### config.mk
export PLATFORM = sky130hd
export DESIGN_NAME = sprsm_top
export DESIGN_NICKNAME = d
export VERILOG_FILES = /design/src/sprsm_pkg.sv /design/src/sprsm_top.sv
export VERILOG_INCLUDE_DIRS = /design/src
export SDC_FILE = /design/constraint.sdc
export NUM_CORES = 1
export LEC_CHECK = 0
export BUFFER_PORTS_ARGS = -buffer_cell sky130_fd_sc_hd__buf_2
export CORE_ASPECT_RATIO = 0.8
export CORE_MARGIN = 2
export CORE_UTILIZATION = 59
export CTS_BUF_LIST = sky130_fd_sc_hd__clkbuf_4 sky130_fd_sc_hd__clkbuf_8
export DETAILED_ROUTE_END_ITERATION = 16
export GPL_TIMING_DRIVEN = 0
export PLACE_DENSITY = 0.9
export SETUP_SLACK_MARGIN = 0.5
export SYNTH_ARGS = -nofsm -noshare
export SYNTH_HDL_FRONTEND = slang
export SYNTH_SLANG_ARGS = --single-unit
### constraint.sdc
create_clock -name clk -period 5.84 [get_ports clk]
set_input_delay 1.168 -clock clk [delete_from_list [all_inputs] [get_ports clk]]
set_output_delay 1.168 -clock clk [all_outputs]
set_load 0.01 [all_outputs]
### src/sprsm_consts.svh
// Behaviour
// - as master drive the out-to-slave data line, as slave read it; MSB first
// - as master, out-to-slave line carries the shift register MSB in all modes
// - as master sample the in-from-slave line, as slave drive it; MSB first
// - in-from-slave line released when disabled or unselected 4-wire slave
// - 3-wire slave always drives in-from-slave line with shift register MSB
// - master makes the serial clock; slave takes it as an input
// - 4-wire slave with select high ignores all serial clock activity
// - select mode 00 is 3-wire, select unused, slave always selected
// - select mode 01 is 4-wire, select is an input choosing the slave
// - master in mode 01 drops master role on select falling edge
// - select mode 1x drives select out at the level of the low mode bit
// - select not routed to a pin in 3-wire mode, routed otherwise
// - every transfer is full duplex on one serial clock
// - mode fault clears master and unit enable and sets the fault flag
// - slave sets done flag after eight bits and stores received byte unless an unread one is held
// - 4-wire slave resets its bit counter on each select falling edge
`ifndef SPRSM_CONSTS_SVH
`define SPRSM_CONSTS_SVH

// ====================================================================
// register offsets (byte addresses)
`define SPRSM_CTRL_OFS 4'h0
`define SPRSM_STAT_OFS 4'h4
`define SPRSM_DATA_OFS 4'h8

// ====================================================================
// control fields
`define SPRSM_CTRL_UEN 0
`define SPRSM_CTRL_MEN 1
`define SPRSM_CTRL_MD_LO 2
`define SPRSM_CTRL_MD_HI 3
`define SPRSM_MD_RST 2'h1
`define SPRSM_MD_3W 2'h0
`define SPRSM_MD_4W_IN 2'h1

// ====================================================================
// status fields, write one to clear except busy, which is read-only
`define SPRSM_ST_DONE 0
`define SPRSM_ST_MODE_FAULT_FLAG 1
`define SPRSM_ST_WCOL 2
`define SPRSM_ST_OVR 3
`define SPRSM_ST_BUSY 4

// ====================================================================
// bus responses and timing
`define SPRSM_RESP_OKAY 2'h0
`define SPRSM_RESP_SLVERR 2'h2
`define SPRSM_CLK_NS 50
`define SPRSM_SCK_HALF_NS 200
`define SPRSM_SCK_HALF_CYC \
    ((`SPRSM_SCK_HALF_NS + `SPRSM_CLK_NS - 1) / `SPRSM_CLK_NS)

`endif

### src/sprsm_pkg.sv
// ====================================================================
// types of the serial port unit
package sprsm_pkg;

    typedef enum logic {
        SPRSM_IDLE,
        SPRSM_XFER
    } sprsm_xfer_t;

    typedef struct packed {
        logic [3:0] sync1;
        logic [3:0] sync2;
        logic sck_d;
        logic nss_d;
        logic unit_en;
        logic master_en;
        logic [1:0] nss_mode;
        logic done;
        logic mode_fault_flag;
        logic wcol;
        logic ovr;
        logic [7:0] tx_buf;
        logic tx_full;
        logic [7:0] sh;
        logic capt;
        logic [3:0] bitcnt;
        logic sh_full;
        logic [7:0] rx_buf;
        logic rx_full;
        sprsm_xfer_t state;
        logic [2:0] div;
        logic sck_o;
        logic awready;
        logic wready;
        logic aw_ok;
        logic w_ok;
        logic [3:0] awaddr;
        logic [7:0] wdata;
        logic wstrb0;
        logic bvalid;
        logic [1:0] bresp;
        logic arready;
        logic rvalid;
        logic [1:0] rresp;
        logic [31:0] rdata;
        logic mosi_o;
        logic mosi_oe_n;
        logic miso_o;
        logic miso_oe_n;
        logic sck_out;
        logic sck_oe_n;
        logic nss_o;
        logic nss_oe_n;
        logic nss_mapped;
    } sprsm_state_t;

endpackage

### src/sprsm_top.sv
// Chosen here: register access over AXI4-Lite and the address map.
`timescale 1ns/1ns
`include "sprsm_consts.svh"

module sprsm_top (
    // clock and reset
    input wire logic clk,
    input wire logic rst_n,
    // axi4-lite write address and data
    input wire logic [3:0] s_axi_awaddr,
    input wire logic s_axi_awvalid,
    output logic s_axi_awready,
    input wire logic [31:0] s_axi_wdata,
    input wire logic [3:0] s_axi_wstrb,
    input wire logic s_axi_wvalid,
    output logic s_axi_wready,
    // axi4-lite write response
    output logic [1:0] s_axi_bresp,
    output logic s_axi_bvalid,
    input wire logic s_axi_bready,
    // axi4-lite read
    input wire logic [3:0] s_axi_araddr,
    input wire logic s_axi_arvalid,
    output logic s_axi_arready,
    output logic [31:0] s_axi_rdata,
    output logic [1:0] s_axi_rresp,
    output logic s_axi_rvalid,
    input wire logic s_axi_rready,
    // master-out slave-in data pin
    input wire logic mosi_in,
    output logic mosi_out,
    output logic mosi_oe_n,
    // master-in slave-out data pin
    input wire logic miso_in,
    output logic miso_out,
    output logic miso_oe_n,
    // serial clock pin
    input wire logic sck_in,
    output logic sck_out,
    output logic sck_oe_n,
    // slave select pin and its routing
    input wire logic nss_in,
    output logic nss_out,
    output logic nss_oe_n,
    output logic nss_pin_mapped
);
    import sprsm_pkg::*;

    localparam logic [2:0] HALF_LAST = 3'(`SPRSM_SCK_HALF_CYC - 1);

    sprsm_state_t s;
    sprsm_state_t next_s;

    // ================================================================
    // register decode helpers
    function automatic logic addr_ok(input logic [3:0] a);
        addr_ok = (a == `SPRSM_CTRL_OFS) || (a == `SPRSM_STAT_OFS) ||
                  (a == `SPRSM_DATA_OFS);
    endfunction

    function automatic logic [31:0] read_word(input logic [3:0] a,
                                              input sprsm_state_t st);
        read_word = 32'h0000_0000;
        if (a == `SPRSM_CTRL_OFS) begin
            read_word[`SPRSM_CTRL_UEN] = st.unit_en;
            read_word[`SPRSM_CTRL_MEN] = st.master_en;
            read_word[`SPRSM_CTRL_MD_HI:`SPRSM_CTRL_MD_LO] = st.nss_mode;
        end else if (a == `SPRSM_STAT_OFS) begin
            read_word[`SPRSM_ST_DONE] = st.done;
            read_word[`SPRSM_ST_MODE_FAULT_FLAG] = st.mode_fault_flag;
            read_word[`SPRSM_ST_WCOL] = st.wcol;
            read_word[`SPRSM_ST_OVR] = st.ovr;
            read_word[`SPRSM_ST_BUSY] = (st.state == SPRSM_XFER) ||
                                        (st.bitcnt != 4'h0);
        end else if (a == `SPRSM_DATA_OFS) begin
            read_word[7:0] = st.rx_buf;
        end
    endfunction

    // ================================================================
    // next state
    logic sck_s;
    logic mosi_s;
    logic miso_s;
    logic nss_s;
    logic nss_fall;
    logic sck_rise;
    logic sck_fall;
    logic slave_sel;
    logic wr_go;

    always_comb begin
        next_s = s;
        // pins cross in through two flops; only sync2 is looked at
        next_s.sync1 = {sck_in, mosi_in, miso_in, nss_in};
        next_s.sync2 = s.sync1;
        sck_s = s.sync2[3];
        mosi_s = s.sync2[2];
        miso_s = s.sync2[1];
        nss_s = s.sync2[0];
        next_s.sck_d = sck_s;
        next_s.nss_d = nss_s;
        nss_fall = s.nss_d & ~nss_s;
        sck_rise = ~s.sck_d & sck_s;
        sck_fall = s.sck_d & ~sck_s;
        // 1x as slave is off-recommendation; it behaves like 3-wire
        slave_sel = (s.nss_mode != `SPRSM_MD_4W_IN) || !nss_s;

        // write address and data are caught in either order
        if (s_axi_awvalid && s.awready) begin
            next_s.aw_ok = 1'b1;
            next_s.awaddr = s_axi_awaddr;
        end
        if (s_axi_wvalid && s.wready) begin
            next_s.w_ok = 1'b1;
            next_s.wdata = s_axi_wdata[7:0];
            next_s.wstrb0 = s_axi_wstrb[0];
        end
        if (s.bvalid && s_axi_bready) begin
            next_s.bvalid = 1'b0;
        end
        wr_go = next_s.aw_ok && next_s.w_ok && !next_s.bvalid;
        if (wr_go) begin
            next_s.aw_ok = 1'b0;
            next_s.w_ok = 1'b0;
            next_s.bvalid = 1'b1;
            next_s.bresp = addr_ok(next_s.awaddr) ? `SPRSM_RESP_OKAY :
                                                    `SPRSM_RESP_SLVERR;
            if (next_s.wstrb0) begin
                unique case (next_s.awaddr)
                    `SPRSM_CTRL_OFS: begin
                        next_s.unit_en = next_s.wdata[`SPRSM_CTRL_UEN];
                        next_s.master_en = next_s.wdata[`SPRSM_CTRL_MEN];
                        next_s.nss_mode =
                            next_s.wdata[`SPRSM_CTRL_MD_HI:`SPRSM_CTRL_MD_LO];
                    end
                    `SPRSM_STAT_OFS: begin
                        if (next_s.wdata[`SPRSM_ST_DONE]) next_s.done = 1'b0;
                        if (next_s.wdata[`SPRSM_ST_MODE_FAULT_FLAG]) next_s.mode_fault_flag = 1'b0;
                        if (next_s.wdata[`SPRSM_ST_WCOL]) next_s.wcol = 1'b0;
                        if (next_s.wdata[`SPRSM_ST_OVR]) next_s.ovr = 1'b0;
                    end
                    `SPRSM_DATA_OFS: begin
                        // a full transmit buffer refuses the byte
                        if (s.tx_full) begin
                            next_s.wcol = 1'b1;
                        end else begin
                            next_s.tx_buf = next_s.wdata;
                            next_s.tx_full = 1'b1;
                        end
                    end
                    default: begin
                    end
                endcase
            end
        end

        // read answers one cycle after the address is taken
        if (s.rvalid && s_axi_rready) begin
            next_s.rvalid = 1'b0;
        end
        if (s_axi_arvalid && s.arready) begin
            next_s.rvalid = 1'b1;
            next_s.rdata = read_word(s_axi_araddr, s);
            next_s.rresp = addr_ok(s_axi_araddr) ? `SPRSM_RESP_OKAY :
                                                   `SPRSM_RESP_SLVERR;
            if (s_axi_araddr == `SPRSM_DATA_OFS) next_s.rx_full = 1'b0;
        end

        // serial engine; hardware sets come last so they beat clears
        if (!s.unit_en) begin
            // disabling is the only way to realign a 3-wire slave
            next_s.state = SPRSM_IDLE;
            next_s.bitcnt = 4'h0;
            next_s.sck_o = 1'b0;
            next_s.div = 3'h0;
            next_s.sh_full = 1'b0;
        end else if (s.master_en) begin
            if (s.nss_mode == `SPRSM_MD_4W_IN && nss_fall) begin
                next_s.unit_en = 1'b0;
                next_s.master_en = 1'b0;
                next_s.mode_fault_flag = 1'b1;
                next_s.state = SPRSM_IDLE;
                next_s.sck_o = 1'b0;
                next_s.bitcnt = 4'h0;
            end else begin
                unique case (s.state)
                    SPRSM_IDLE: begin
                        if (s.tx_full) begin
                            next_s.sh = s.tx_buf;
                            next_s.tx_full = 1'b0;
                            next_s.div = 3'h0;
                            next_s.state = SPRSM_XFER;
                        end
                    end
                    SPRSM_XFER: begin
                        if (s.div == HALF_LAST) begin
                            next_s.div = 3'h0;
                            if (!s.sck_o) begin
                                next_s.sck_o = 1'b1;
                                next_s.capt = miso_s;
                            end else begin
                                next_s.sck_o = 1'b0;
                                next_s.sh = {s.sh[6:0], s.capt};
                                next_s.bitcnt = s.bitcnt + 4'h1;
                                if (s.bitcnt == 4'h7) begin
                                    next_s.bitcnt = 4'h0;
                                    next_s.done = 1'b1;
                                    next_s.rx_buf = {s.sh[6:0], s.capt};
                                    next_s.rx_full = 1'b1;
                                    next_s.state = SPRSM_IDLE;
                                end
                            end
                        end else begin
                            next_s.div = s.div + 3'h1;
                        end
                    end
                endcase
            end
        end else if (s.nss_mode == `SPRSM_MD_4W_IN && nss_fall) begin
            next_s.bitcnt = 4'h0;
        end else if (slave_sel) begin
            if (sck_rise) next_s.capt = mosi_s;
            if (sck_fall) begin
                next_s.sh = {s.sh[6:0], s.capt};
                next_s.sh_full = 1'b1;
                next_s.bitcnt = s.bitcnt + 4'h1;
                if (s.bitcnt == 4'h7) begin
                    next_s.bitcnt = 4'h0;
                    next_s.done = 1'b1;
                    // unread byte is kept; the new one is lost
                    if (next_s.rx_full) begin
                        next_s.ovr = 1'b1;
                    end else begin
                        next_s.rx_buf = {s.sh[6:0], s.capt};
                        next_s.rx_full = 1'b1;
                    end
                    next_s.sh_full = s.tx_full;
                    if (s.tx_full) begin
                        next_s.sh = s.tx_buf;
                        next_s.tx_full = 1'b0;
                    end
                end
            end else if (!s.sh_full && s.tx_full && s.bitcnt == 4'h0) begin
                next_s.sh = s.tx_buf;
                next_s.tx_full = 1'b0;
                next_s.sh_full = 1'b1;
            end
        end

        // write readies re-arm once their own capture and the response clear; read ready once rvalid drops
        next_s.awready = !next_s.aw_ok && !next_s.bvalid;
        next_s.wready = !next_s.w_ok && !next_s.bvalid;
        next_s.arready = !next_s.rvalid;

        // pin drive, registered so every output leaves a flop
        next_s.mosi_o = next_s.sh[7];
        next_s.mosi_oe_n = !(next_s.unit_en && next_s.master_en);
        next_s.sck_out = next_s.sck_o;
        next_s.sck_oe_n = !(next_s.unit_en && next_s.master_en);
        next_s.miso_o = next_s.sh[7];
        next_s.miso_oe_n = !(next_s.unit_en && !next_s.master_en &&
                             slave_sel);
        next_s.nss_o = next_s.nss_mode[0];
        next_s.nss_oe_n = !next_s.nss_mode[1];
        next_s.nss_mapped = next_s.nss_mode != `SPRSM_MD_3W;
    end

    // ================================================================
    // state register
    always_ff @(posedge clk) begin
        if (!rst_n) begin
            s <= '0;
            s.nss_mode <= `SPRSM_MD_RST;
            s.mosi_oe_n <= 1'b1;
            s.miso_oe_n <= 1'b1;
            s.sck_oe_n <= 1'b1;
            s.nss_oe_n <= 1'b1;
            s.nss_o <= 1'b1;
            s.nss_mapped <= 1'b1;
        end else begin
            s <= next_s;
        end
    end

    // ================================================================
    // outputs
    assign s_axi_awready = s.awready;
    assign s_axi_wready = s.wready;
    assign s_axi_bresp = s.bresp;
    assign s_axi_bvalid = s.bvalid;
    assign s_axi_arready = s.arready;
    assign s_axi_rdata = s.rdata;
    assign s_axi_rresp = s.rresp;
    assign s_axi_rvalid = s.rvalid;
    assign mosi_out = s.mosi_o;
    assign mosi_oe_n = s.mosi_oe_n;
    assign miso_out = s.miso_o;
    assign miso_oe_n = s.miso_oe_n;
    assign sck_out = s.sck_out;
    assign sck_oe_n = s.sck_oe_n;
    assign nss_out = s.nss_o;
    assign nss_oe_n = s.nss_oe_n;
    assign nss_pin_mapped = s.nss_mapped;

endmodule // sprsm_top

==> run summary <==
Outcome: finished clean
RePlAce Congestion: 0.9349
Hold buffers post-CTS: 0
Clock sinks: 89
WP buf/inv: 1
Iter 0 DRT Violations: 282
Post-synth top area share: 42.72%
Post-synthesis sequential area ratio: 42.72%
Core area: 0.006858 sq mm
Critical Path Sink Type: flop
Die Area: 0.007761 sq mm
Gr usage total: 26.29%
Vias/cell: 5.655
Final Hold Vio Count: 0
Detailed-router iteration count before antenna repair: 5
Total congestion overflow: 0
Share of layout cells above drive strength 1: 25.23%
Worst EP required: 6.06 ns
Drt total wl: 9775 microns
Most frequent cells after synthesis: dfxtp_1 (89), nand2_1 (41), buf_4 (40), a21oi_1 (28)
Worst clock skew: 0.007795 ns
Largest register by flop count: s
Async SR Flop Fraction: 0%
Max-slew violation count: 0
VDD IR max: 0.1751 mV
Dpl cell area: 0.004618 sq mm
FP Rows: 27
#FFs+latches synth: 89
Post-Syn Area: 0.004170 sq mm
Area share of and/or/nand/nor cells after synthesis: 22.71%
Largest family of logic cells by synthesized area: simple AND/OR/NAND/NOR gates
Peak Freq: 367.1 MHz
Largest net degree at the start of global routing: 15
Fin crit share: 46.65%
Post-route DRC: 0
Vias after detailed routing: 3585
Antenna-violating nets left: 0
Total of max-cap violations: 0
Crit Path Class: in2reg
Static leakage: 2.058 nW
Synth top area cells: dfxtp_1 (43%), buf_4 (7.2%), nand2_1 (3.7%)
Slowest cell on crit path: or4b_1
Layout overhead on the synthesized area: 15.90%
Final HPWL DP: 7227 microns
Delay-heaviest family, CP: simple AND/OR/NAND/NOR gates
Number of I/O pins: 105
Complex-gate fraction of the synthesized area: 17.52%
Synth Area in Adders: 0.9001%
Post-synthesis mux area share: 5.941%
Critical path data arrival time: 2.95 ns
Num CTS Buffers: 9
Final Setup Violations: 0
Die Wd: 98.00 microns
Yosys cell types: 66
Xor/xnor share of the synthesized area: 0%
Starting Density: 60.81%
Fin util: 70.48%
Worst-skew pair later-pin latency: 0.37 ns
# diodes: 0
Vias in the first global route: 3530
Die Height: 79.20 microns
Startpoint types: input pin
# nets final: 600
Worst Path Max Fanout: 7
Routed WL per cell: 15.42 microns
Power Total: 1.200 mW
Max stage delay on crit path: 0.57 ns
Clock Tree Buf Depth: 2
Clk root buf: clkbuf_8
Number of H-tree levels: 3
Slew at the pin closest to its max-slew limit: 0.7630 ns
Number of setup buffers added after CTS: 0
Post-synth EDFFs: 0
Yosys top cell by area: dfxtp_1
Initial antenna violation count: 0
Count leader, synth: dfxtp_1
Yosys warnings: 0
Power Density: 248.3 mW/mm^2
Mean post-synth cell area: 9.125 sq um
Setup TNS: 0 ns
Post-CTS sizing: 0
Post-Syn Instances: 457
Hold Path Class: reg2reg
First-pass GRT wire length: 16310 microns
Post-synth top flop: dfxtp_1
Slew HR: 49.03%
TritonCTS clock tree: built
Worst-path clk slew: 0.09 ns
CP Cell Sequence: buf_2 > nand2_2 > mux2i_2 > nand4_4 > and2_4 > or4b_1
Port Buffer Count: 49
Largest register FFs: 61
R2r setup slk: 3.59 ns
Tmin final: 2.724 ns
Unrepaired setup endpoints after global routing: false
Design Area, Final: 0.004833 sq mm
[cells in the final DEF, fill, tap and decap left out, types with 14 or more instances in the layout]
cell,count
o21ai_0,16
and2_1,18
conb_1,26
nand2_1,41
dfxtp_1,89
buf_2,53
nor2_1,23
buf_4,40
a21oi_1,28
nand3_1,23
nand2b_1,14
clkbuf_1,17
[path summary, 6_finish.rpt]
check,start,endpoint,cells after the start
max,s_axi_awvalid,miso_oe_n$_SDFF_PN1_,6
min,next_s[113]$_SDFF_PN0_,miso_s$_SDFF_PN0_,1
min reg2reg,next_s[113]$_SDFF_PN0_,miso_s$_SDFF_PN0_,1
max reg2reg,s[108]$_SDFF_PN0_,s[91]$_SDFFE_PN0P_,6
[where the power goes]
part           internal (mW)  switching [mW]  total [mW]
combinational         0.0515          0.0713       0.123
sequential             0.620         0.00752       0.628
clock                  0.232           0.218       0.450
[worst register-to-register path: cells and delay by family (launching register included)]
kind,cells,cell delay [ns]
flops,1,0.44
buf+inv,2,0.68
simple gates,1,0.52
compound gates,3,0.54
[cell families (layout without fill, tap and decap cells)]
group | count (synthesis) | count (layout)
muxes | 20 | 20
AOI/OAI and AO/OA | 104 | 104
DFF | 89 | 89
other | 1 | 26
adders and majority gates | 3 | 3
and+or+nand+nor | 169 | 169
buffers and inverters | 71 | 136
[per-layer routing]
layer	global-route usage (%)	part of all wire [%]
met5	0	0
met4	10.56	2.2
met3	8.099	9.1
met2	42.26	46
met1	33.17	43
[area by class of cell]
class / count / area (sq um)
multi-input cells: 322 / 2061
fillers: 535 / 2024
flip-flops and latches: 89 / 1782
plain buffers: 61 / 384.1
repair buffers: 49 / 245.2
clock buffers: 12 / 165.2
well taps: 87 / 108.9
clock inverters: 4 / 50.05
inverters: 10 / 37.54
[stage by stage]
stage / worst slack [ns] / instances / hold WS [ns]
after floorplan: 3.065 / 482 / 0.4119
after global placement: 2.826 / 618 / 0.4147
after detailed placement: 2.766 / 618 / 0.4193
after CTS: 3.136 / 634 / 0.4376
after global routing: 3.044 / 634 / 0.4483
final: 3.116 / 634 / 0.4293
Power figures use the tool's default switching activity.
